$ cat src/hdl/acsr_pkg.sv
package acsr_pkg;
  localparam int RES_W = 10;
  localparam int SEL_W = 5;
  localparam int REF_W = 2;
  localparam int PRESC_DIV = 4;
  localparam int NORMAL_CYCLES = 13;
  localparam int FIRST_CYCLES = 25;
  localparam logic [9:0] FULL_SCALE = 10'h3FF;
  localparam logic [4:0] SEL_RESET = 5'h00;
  localparam logic [1:0] REF_RESET = 2'h0;
  localparam logic [4:0] DIFF_FIRST = 5'h08;
  localparam logic [4:0] DIFF_LAST = 5'h1D;
  typedef struct packed {
    logic [REF_W-1:0] ref_sel;
    logic [SEL_W-1:0] chan_sel;
  } acsr_sel_t;
  typedef struct packed {
    logic [7:0] high;
    logic [7:0] low;
  } acsr_result_t;
endpackage : acsr_pkg

$ cat src/hdl/acsr_presenter.sv
`timescale 1ns/1ns
`default_nettype none
module acsr_presenter (
  // Stored result and alignment
  input wire logic [9:0] result,
  input wire logic left_adjust_select,
  // Register pair
  output acsr_pkg::acsr_result_t pair
);
  always_comb begin
    if (left_adjust_select) begin
      pair.high = result[9:2]; // RULE19 RULE16
      pair.low = {result[1:0], 6'h00};
    end else begin
      pair.high = {6'h00, result[9:8]}; // RULE19
      pair.low = result[7:0];
    end
  end
endmodule : acsr_presenter
`default_nettype wire

$ cat src/hdl/acsr_ctrl.sv
// Overview of operation
// RULE1: Software picks the channel before a single conversion, changes it later.
// RULE2: In free running, software picks the channel before the first conversion.
// RULE3: Free-running change after completion affects only later conversions.
// RULE4: Software should discard the first result after a differential gain switch.
// RULE5: Single-ended input above reference gives a code at or near full scale.
// RULE6: Software should discard the first result after a reference change.
// RULE7: Sleep entry with enabled idle converter starts a conversion once halted; code also needs single mode and done_irq_enable.
// RULE8: A sleep conversion raises its completion request even if woken early.
// RULE9: After such a wake-up the CPU stays active until a new sleep command; code keeps cpu_stay_active through one that starts a sleep conversion.
// RULE10: Other sleep modes leave the converter enabled.
// RULE11: Software may toggle enable after waking for a valid differential result.
// RULE12: Converter pins used as digital outputs must not toggle mid-conversion.
// RULE13: Result is in the register pair once the done flag is set.
// RULE14: Single-ended code is unsigned ten bits, input times 1023 over reference.
// RULE15: Differential code is two's complement ten bits, 0x200 through 0x1FF.
// RULE16: Differential result top bit in the high byte is the sign.
// RULE17: Selection tracks writes until start, locks, resumes in final cycle.
// RULE18: Changing left adjust changes the pair presentation immediately.
// RULE19: Left adjust puts bits 9..2 high; right adjust puts bits 7..0 low.
`timescale 1ns/1ns
`default_nettype none
module acsr_ctrl #(
  parameter int PRESC = acsr_pkg::PRESC_DIV
) (
  // Clock and reset
  input wire logic ref_clk,
  input wire logic reset_n,
  // Software control
  input wire logic converter_enable_bit,
  input wire logic start_write,
  input wire logic free_running,
  input wire logic done_irq_enable,
  input wire logic done_flag_clear,
  input wire logic left_adjust_select,
  input wire acsr_pkg::acsr_sel_t input_select_register,
  // Sleep control
  input wire logic sleep_cmd,
  input wire logic sleep_noise_or_idle,
  input wire logic cpu_halted,
  input wire logic other_wake,
  // Analog core
  input wire logic [9:0] sar_code,
  // Status
  output logic start_conversion_bit,
  output logic conversion_done_flag,
  output logic done_irq,
  output logic cpu_stay_active,
  output acsr_pkg::acsr_sel_t active_select,
  output acsr_pkg::acsr_result_t result_pair,
  output logic result_sign_bit
);
  typedef enum logic [1:0] {ST_IDLE, ST_ARMED, ST_CONV} acsr_state_t;
  acsr_state_t state_reg;
  logic [7:0] presc_reg;
  logic [4:0] cyc_reg;
  logic first_reg;
  logic sleep_arm_reg;
  logic [9:0] result_reg;
  logic tick;
  logic last_cycle;
  logic done_evt;
  logic sleep_start;

  assign tick = converter_enable_bit && (presc_reg == 8'(PRESC - 1));
  assign last_cycle = (state_reg == ST_CONV) && tick &&
    (cyc_reg == (first_reg ? 5'(acsr_pkg::FIRST_CYCLES - 1) : 5'(acsr_pkg::NORMAL_CYCLES - 1)));
  assign done_evt = last_cycle;
  // RULE7
  assign sleep_start = sleep_cmd && sleep_noise_or_idle && cpu_halted && converter_enable_bit &&
    (state_reg == ST_IDLE) && !free_running && done_irq_enable;

  always_ff @(posedge ref_clk) begin
    if (!reset_n || !converter_enable_bit) begin
      presc_reg <= 8'h00;
    end else if (tick) begin
      presc_reg <= 8'h00;
    end else begin
      presc_reg <= presc_reg + 8'h01;
    end
  end

  // Disable aborts; RULE10: sleep mode never touches the enable
  always_ff @(posedge ref_clk) begin
    if (!reset_n || !converter_enable_bit) begin
      state_reg <= ST_IDLE;
      cyc_reg <= 5'h00;
    end else begin
      case (state_reg)
        ST_IDLE: begin
          if (start_write || sleep_start) begin
            state_reg <= ST_ARMED;
          end
        end
        ST_ARMED: begin
          if (tick) begin
            state_reg <= ST_CONV;
            cyc_reg <= 5'h00;
          end
        end
        ST_CONV: begin
          if (last_cycle) begin
            // RULE3: restart with selection captured at the new start edge
            state_reg <= free_running ? ST_CONV : ST_IDLE;
            cyc_reg <= 5'h00;
          end else if (tick) begin
            cyc_reg <= cyc_reg + 5'h01;
          end
        end
        default: state_reg <= ST_IDLE;
      endcase
    end
  end

  // Extended first conversion after enabling; RULE11
  always_ff @(posedge ref_clk) begin
    if (!reset_n || !converter_enable_bit) begin
      first_reg <= 1'b1;
    end else if (last_cycle) begin
      first_reg <= 1'b0;
    end
  end

  // Selection follows writes except while locked mid-conversion
  always_ff @(posedge ref_clk) begin
    if (!reset_n) begin
      active_select <= '{ref_sel: acsr_pkg::REF_RESET, chan_sel: acsr_pkg::SEL_RESET};
    end else if (state_reg != ST_CONV || last_cycle) begin
      active_select <= input_select_register; // RULE17 RULE3
    end
  end

  // Code arrives already in unsigned or two's-complement form from the core
  always_ff @(posedge ref_clk) begin
    if (!reset_n) begin
      result_reg <= 10'h000;
    end else if (done_evt) begin
      result_reg <= sar_code; // RULE13 RULE14 RULE15 RULE5
    end
  end

  // Set wins over clear
  always_ff @(posedge ref_clk) begin
    if (!reset_n) begin
      conversion_done_flag <= 1'b0;
    end else if (done_evt) begin
      conversion_done_flag <= 1'b1; // RULE13
    end else if (done_flag_clear) begin
      conversion_done_flag <= 1'b0;
    end
  end

  // Sleep conversion tracking; request stays valid after an early wake
  always_ff @(posedge ref_clk) begin
    if (!reset_n || !converter_enable_bit) begin
      sleep_arm_reg <= 1'b0;
    end else if (sleep_start) begin
      sleep_arm_reg <= 1'b1;
    end else if (done_evt) begin
      sleep_arm_reg <= 1'b0;
    end
  end

  always_ff @(posedge ref_clk) begin
    if (!reset_n) begin
      cpu_stay_active <= 1'b0;
    end else if (sleep_cmd && !sleep_start) begin
      cpu_stay_active <= 1'b0;
    end else if (sleep_arm_reg && (done_evt || other_wake)) begin
      cpu_stay_active <= 1'b1; // RULE9
    end
  end

  assign done_irq = conversion_done_flag && done_irq_enable; // RULE8
  assign start_conversion_bit = (state_reg != ST_IDLE);
  assign result_sign_bit = result_reg[9]; // RULE16

  acsr_presenter u_pres (
    .result(result_reg),
    .left_adjust_select(left_adjust_select), // RULE18
    .pair(result_pair)
  );

  property p_lock;
    @(posedge ref_clk) disable iff (!reset_n)
      (state_reg == ST_CONV && !last_cycle) |=> $stable(active_select);
  endproperty
  a_lock: assert property (p_lock) else $error("selection changed mid-conversion"); // RULE17

  property p_done;
    @(posedge ref_clk) disable iff (!reset_n)
      done_evt |=> conversion_done_flag && result_reg == $past(sar_code);
  endproperty
  a_done: assert property (p_done) else $error("result not stored with flag"); // RULE13

  property p_sleep;
    @(posedge ref_clk) disable iff (!reset_n)
      sleep_start |=> start_conversion_bit;
  endproperty
  a_sleep: assert property (p_sleep) else $error("sleep did not start conversion"); // RULE7

  property p_irq;
    @(posedge ref_clk) disable iff (!reset_n)
      (done_evt && done_irq_enable && !done_flag_clear) |=> done_irq;
  endproperty
  a_irq: assert property (p_irq) else $error("missing completion request"); // RULE8

  property p_free;
    @(posedge ref_clk) disable iff (!reset_n)
      (last_cycle && free_running && converter_enable_bit) |=> state_reg == ST_CONV;
  endproperty
  a_free: assert property (p_free) else $error("free run did not restart"); // RULE3

  property p_sign;
    @(posedge ref_clk) disable iff (!reset_n)
      left_adjust_select |-> result_pair.high[7] == result_sign_bit;
  endproperty
  a_sign: assert property (p_sign) else $error("sign bit misplaced"); // RULE16

  property p_align;
    @(posedge ref_clk) disable iff (!reset_n)
      !left_adjust_select |-> {result_pair.high[1:0], result_pair.low} == result_reg;
  endproperty
  a_align: assert property (p_align) else $error("right alignment wrong"); // RULE19

  property p_stay;
    @(posedge ref_clk) disable iff (!reset_n)
      (cpu_stay_active && !sleep_cmd) |=> cpu_stay_active;
  endproperty
  a_stay: assert property (p_stay) else $error("cpu active dropped early"); // RULE9
endmodule : acsr_ctrl
`default_nettype wire

$ cat config.mk
export PLATFORM = sky130hd
export DESIGN_NAME = acsr_ctrl
export DESIGN_NICKNAME = d
export VERILOG_FILES = /design/src/hdl/acsr_pkg.sv /design/src/hdl/acsr_presenter.sv /design/src/hdl/acsr_ctrl.sv
export SDC_FILE = /design/constraint.sdc
export NUM_CORES = 1
export LEC_CHECK = 0
export ABC_AREA = 1
export BUFFER_PORTS_ARGS = -buffer_cell sky130_fd_sc_hd__buf_2
export CAP_MARGIN = 0
export CORE_AREA = 5 5 66 68
export CTS_CLUSTER_DIAMETER = 30
export DETAILED_ROUTE_END_ITERATION = 6
export DIE_AREA = 0 0 71 73
export GPL_TIMING_DRIVEN = 0
export PLACE_DENSITY = 0.76
export RECOVER_POWER = 25
export SYNTH_ARGS = -nofsm -noshare
export SYNTH_HDL_FRONTEND = slang
export SYNTH_SLANG_ARGS = --single-unit
export TNS_END_PERCENT = 10
$ cat constraint.sdc
create_clock -name ref_clk -period 4.3 [get_ports ref_clk]
set_clock_uncertainty 0.05 [all_clocks]
set_input_delay 0.43 -clock ref_clk [delete_from_list [all_inputs] [get_ports ref_clk]]
set_output_delay 0.43 -clock ref_clk [all_outputs]
set_load 0.03 [all_outputs]
==> qor.csv, run 1 <==
stage;metric;value;unit
final_layout;n_antenna_cell;0;
clock_network;htree_levels;2;
synth;yosysSeqAreaShare;41.2;%
synth;synth_cells;251;
route;drt-total-wl;3.94;mm
power_and_ir_drop;netSwitchingFraction;22.1;%
power_and_ir_drop;seq_power_share;47.4;%
route;postRouteAntennaNets;0;
power_and_ir_drop;combPwrFrac;8.0;%
power_and_ir_drop;power_density;330;nW/um2
route;dr.pass1.iters;4;
synth;synth.area.mux_share;0;%
synth;yosysWarnings;0;
clock_network;clk_pin_slew;70;ps
floorplan;die_area;5180;um2
synth;synth-simple-area-share;32.7;%
synth;synth_fa_ha_area_share;2.14;%
placement;port_buffers;55;
route;routed-via-count;1661;
clock_network;cts_tree;built;
global_routing;grt_max_degree;12;
sta;finalHoldViolCount;0;
clock_network;clk_latency;290;ps
critical_path;crit_path_cell_trace;ha_1 > nand2_1 > nor2_1 > nand2_4 > inv_1 > nand2_2 > inv_2 > nand2_1 > nand2_2 > nor2_1;
placement;placed_cell_area;2090;um2
power_and_ir_drop;p_leak;0.00110;uW
placement;gp_congestion;0.772;
global_routing;grt_pass1_vias;1605;
floorplan;die_y;73;um
critical_path;path_buf_inv;2;
hold_path;hold_path.class;input pin to register;
placement;dp_hpwl;2.96;mm
synth;syn_nets;283;
final_layout;design_area;2190;um2
placement;dp_cells;356;
critical_path;critPathCaptureType;register;
clock_network;cts_made_buffers;5;
status;outcome;finished, final reports clean;
clock_network;numClockSinks;36;
critical_path;path_delay_family;simple AND/OR/NAND/NOR gates;
route;drtIter0Drc;106;
synth;syn_avg_cell_area;6.97;um2
final_layout;final_cells;364;
sta;worst_pin_slew;382;ps
floorplan;start_util;46.1;%
final_layout;finalNetCount;345;
final_layout;fillers;379;
synth;ys_types;27;
critical_path;worstSetupPathType;register to register;
sta;setup_tns;0;ps
critical_path;worstPathArrival;1920;ps
global_routing;grt_usage;16.1;%
floorplan;io_pins;57;
sta;drv_slew;0;
floorplan;row_count;23;
route;drc;0;
route;vias_per_cell;4.56;
power_and_ir_drop;switchingPower;160;uW
critical_path;cp_max_fo;4;
final_layout;area_growth;25.3;%
synth;synth_compound_area_share;12.0;%
synth;synth_top_family_by_area;simple AND/OR/NAND/NOR gates;
global_routing;grt-ovfl-total;0;
floorplan;core;3800;um2
global_routing;antenna_found_initial;0;
power_and_ir_drop;peakVddDrop;206;uV
sta;rsz0062_at_grt;false;
clock_network;cts_root_buf;clkbuf_8;
clock_network;clockBufferDepth;2;
power_and_ir_drop;internal_power;563;uW
critical_path;critPathMaxStageDelay;350;ps
clock_network;cts_resized;0;
power_and_ir_drop;clock_power_share;44.7;%
critical_path;worst_setup_path_start_kind;register;
synth;synth-xor-area-share;1.00;%
floorplan;die_w;71;um
sta;slew-limit-headroom;74.4;%
global_routing;grt_pass1_wl;6.68;mm
critical_path;slowest_stage;dfxtp_1;
final_layout;largest_register_ffs;10;
critical_path;rrSetupSlack;2510;ps
sta;period_minus_slack;1790;ps
critical_path;crit_required;4430;ps
route;route.detailed.wl_per_inst;10.8;um
synth;ys_ff_latch;36;
synth;synthesis.area;1750;um2
clock_network;cts-hold-fix-buffers;0;
flow_run;drv_cap;0;
final_layout;drive_above_1_share;23.6;%
sta;setup_viol;0;
sta;max_freq;559;MHz
sta;finalCritPeriodShare;41.6;%
clock_network;postCtsSetupBuffers;0;
## power by group through the flow
stage               logic, uW  registers (uW)  clock network [uW]
global placement         58.9             350                   0
finish                   57.8             342                 323
global route             64.8             343                 342
detailed placement       59.2             350                   0
floorplan                27.2             357                   0
CTS                      59.4             342                 329
## layer usage
layer,GRT usage (%),up-vias,wire length (um)
li1,-,903,-
met2,28.7,38,1940
met3,4.41,4,244
met4,6.68,0,52
met5,0,-,0
met1,18.0,716,1700
## worst reg2reg max path: stages, from the launching register on
cell and delay (ps):
dfxtp_1 350, ha_1 200, nand2_1 60, nor2_1 320, nand2_4 110, inv_1 150, nand2_2 100, inv_2 110
nand2_1 80, nand2_2 120, nor2_1 50
## cell families (layout without fill, tap and decap cells)
| group | count (synthesis) | count (layout) |
|---|---|---|
| simple gates | 124 | 124 |
| buf+inv | 48 | 111 |
| compound gates | 38 | 38 |
| flops | 36 | 36 |
| fa+ha+maj | 3 | 3 |
| xor+xnor | 2 | 2 |
## Yosys cell counts (all sizes together)
cell type  instances  share of area (%)
nor2              47                 12
xor2               2                1.0
dfxtp             36                 41
nand3             18                6.1
nor3               2               0.57
clkbuf             3               0.64
nand4              1               0.36
o21ai             16                5.2
a21oi             20                5.9
inv               43                9.2
buf                2                1.1
o211ai             1               0.43
nor3b              1               0.43
nand2             55                 13
ha                 3                2.1
o21bai             1               0.43
## cell type report
| type | count | area [um2] | share of cell area (%) |
|---|---|---|---|
| Buffer | 5 | 30.0 | 1.37 |
| Timing Repair Buffer | 55 | 262 | 11.9 |
| Clock inverter | 1 | 30.0 | 1.37 |
| Multi-Input combinational cell | 167 | 831 | 37.9 |
| Clock buffer | 7 | 96.3 | 4.39 |
| Inverter | 43 | 161 | 7.36 |
| Sequential cell | 36 | 721 | 32.9 |
| Tap cell | 50 | 62.6 | 2.85 |
## cell usage in the layout (no fill, tap or decap), types with 2 or more instances in the layout
cell / synthesis / final
nand2_2: 5 / 5
a21oi_1: 19 / 19
clkbuf_1: 3 / 14
xor2_1: 2 / 2
nor3_1: 2 / 2
nor2_1: 43 / 44
nor2_4: 3 / 2
ha_1: 3 / 3
dfxtp_1: 36 / 36
inv_2: 8 / 7
nand3_1: 16 / 16
buf_2: 0 / 44
inv_1: 35 / 36
clkbuf_8: 0 / 7
nand2_1: 49 / 49
o21ai_0: 14 / 14
## worst paths after layout
path | from | end | cells after the start
setup reg to reg | presc_reg[0] | cyc_reg[2] | 10
hold / removal | sar_code[0] | result_reg[0] | 3
hold reg to reg | cpu_stay_active | cpu_stay_active | 2
setup / recovery | presc_reg[0] | cyc_reg[2] | 10
## through the flow
step | total power, uW | setup WS [ps] | util [%] | hold slack (ps)
6_report | 723 | 2510 | 57.7 | 313
5_1_grt | 749 | 2380 | 57.7 | 317
4_1_cts | 731 | 2650 | 58.3 | 311
3_5_place_dp | 409 | 2680 | 55.0 | 383
3_3_place_gp | 409 | 2690 | 55.0 | 380
2_1_floorplan | 385 | 2580 | - | 368
No activity file was read; power rests on OpenSTA's default activity.
==> run 2: changes to the inputs <==
- CORE_AREA: 5 5 66 68 -> 5 5 69 71
- DIE_AREA: 0 0 71 73 -> 0 0 74 76
- PLACE_DENSITY: 0.76 -> 0.73
- clock period: 4.3 -> 1.5 ns (I/O delays scaled with it)
==> qor.csv, run 2 (same netlist as run 1, synthesis figures left out) <==
stage;metric;value;unit
power_and_ir_drop;peakVddDrop;488;uV
clock_network;cts_root_buf;clkbuf_8;
final_layout;largest_register_ffs;10;
critical_path;crit_required;1670;ps
sta;max_freq;687;MHz
floorplan;die_w;74;um
final_layout;final_cell_mix;buf_2 (46), nand2_1 (45), nor2_1 (39);
final_layout;n_antenna_cell;0;
placement;dp_hpwl;3.06;mm
sta;setup_tns;0;ps
floorplan;die_y;76;um
power_and_ir_drop;seq_power_share;49.4;%
floorplan;row_count;24;
route;drt-total-wl;4.15;mm
global_routing;antenna_found_initial;0;
sta;finalCritPeriodShare;97.1;%
power_and_ir_drop;switchingPower;464;uW
critical_path;cp_max_fo;7;
route;postRouteAntennaNets;0;
power_and_ir_drop;combPwrFrac;9.0;%
status;outcome;finished, final reports clean;
placement;port_buffers;55;
sta;worst_pin_slew;412;ps
global_routing;grt_usage;14.5;%
final_layout;regArea;728;um2
sta;finalHoldViolCount;0;
placement;dp_cells;358;
sta;slew-limit-headroom;72.6;%
sta;fin_ws;43.7;ps
route;drc;0;
clock_network;clk_pin_slew;70;ps
final_layout;finalNetCount;351;
final_layout;multiInputGateArea;928;um2
final_layout;final_cells;372;
global_routing;grt-ovfl-total;0;
sta;rsz0062_at_grt;true;
hold_path;hold_path.class;input pin to register;
global_routing;grt_max_degree;12;
power_and_ir_drop;internal_power;1530;uW
route;routed-via-count;1748;
route;drtIter0Drc;78;
final_layout;area_growth;34.2;%
power_and_ir_drop;clock_power_share;41.6;%
global_routing;grt_pass1_vias;1548;
clock_network;cts_made_buffers;5;
critical_path;worstPathArrival;1620;ps
power_and_ir_drop;power_density;848;nW/um2
critical_path;critPathCaptureType;register;
floorplan;core;4170;um2
route;dr.pass1.iters;4;
placement;placed_cell_area;2090;um2
global_routing;grt_pass1_wl;6.53;mm
critical_path;worstSetupPathType;register to register;
clock_network;cts_tree;built;
final_layout;fillers;419;
sta;period_minus_slack;1460;ps
clock_network;htree_levels;2;
critical_path;worst_setup_path_start_kind;register;
power_and_ir_drop;netSwitchingFraction;23.3;%
floorplan;die_area;5620;um2
sta;drv_slew;0;
final_layout;design_area;2350;um2
final_layout;final_common_cell;buf_2;
clock_network;cts-hold-fix-buffers;0;
placement;gp_congestion;0.806;
floorplan;start_util;41.9;%
power_and_ir_drop;p_leak;0.00115;uW
placement;place_ws;-142;ps
flow_run;drv_cap;0;
sta;setup_viol;0;
route;vias_per_cell;4.70;
clock_network;clk_latency;280;ps
floorplan;io_pins;57;
clock_network;clockBufferDepth;2;
clock_network;numClockSinks;36;
final_layout;drive_above_1_share;33.1;%
route;route.detailed.wl_per_inst;11.2;um
-- run 2: cell types whose count changed in the layout (fill, tap and decap cells not counted), sizes merged --
cell	delta
buf	+8
clkbuf	-3
clkinv	+1
-- run 2: layout make-up --
cell class / instances / area share [%]
Sequential cell: 36 / 31.0
Buffer: 5 / 1.44
Multi-Input combinational cell: 167 / 39.5
Timing Repair Buffer: 61 / 13.5
Tap cell: 52 / 2.77
Clock inverter: 2 / 1.49
Inverter: 43 / 7.19
Clock buffer: 6 / 3.09
-- run 2: final timing paths --
check          startpoint          endpoint  slack, ps  cells past startpoint
min reg2reg  presc_reg[0]      presc_reg[0]        390                      1
max reg2reg  presc_reg[1]  active_select[4]         40                      8
min           sar_code[6]     result_reg[6]         30                      3
max          presc_reg[1]  active_select[4]         40                      8
-- run 2: timing repair --
action	4_1_cts	5_1_grt
setup endpoints to repair	21	27
pin swaps	2	15
gates resized for setup	4	33
cloned	0	1
setup buffers	3	2
-- run 2: metal layers --
metal	global-route usage, %	part of all wire, %	vias up
met5	0	0	-
met4	4.89	0.75	0
met3	4.88	7.3	4
met2	24.8	52	38
met1	16.5	40	793
li1	-	-	913
-- run 2: stage by stage --
stage	utilization (%)	hold slack [ps]	power [uW]
4_1_cts	53.6	19.3	2010
3_3_place_gp	50.1	323	1170
5_1_grt	56.3	30.0	2080
2_1_floorplan	-	223	1100
6_report	56.3	32.4	1990
3_5_place_dp	50.1	326	1170
-- run 2: critical path, stage by stage, from the launching register on --
cell and delay, ps:
dfxtp_2 360, ha_4 160, nand2_4 50, nor2_4 150
nand2_4 100, o21ai_4 190, buf_6 160, nand2_1 50
a21oi_1 120
-- run 2: power by group through the flow --
stage,clock [uW],sequential (uW),combinational [uW]
2_1_floorplan,0,1020,78.0
3_3_place_gp,0,1000,170
3_5_place_dp,0,1000,171
4_1_cts,852,981,174
5_1_grt,894,985,197
6_report,828,983,180
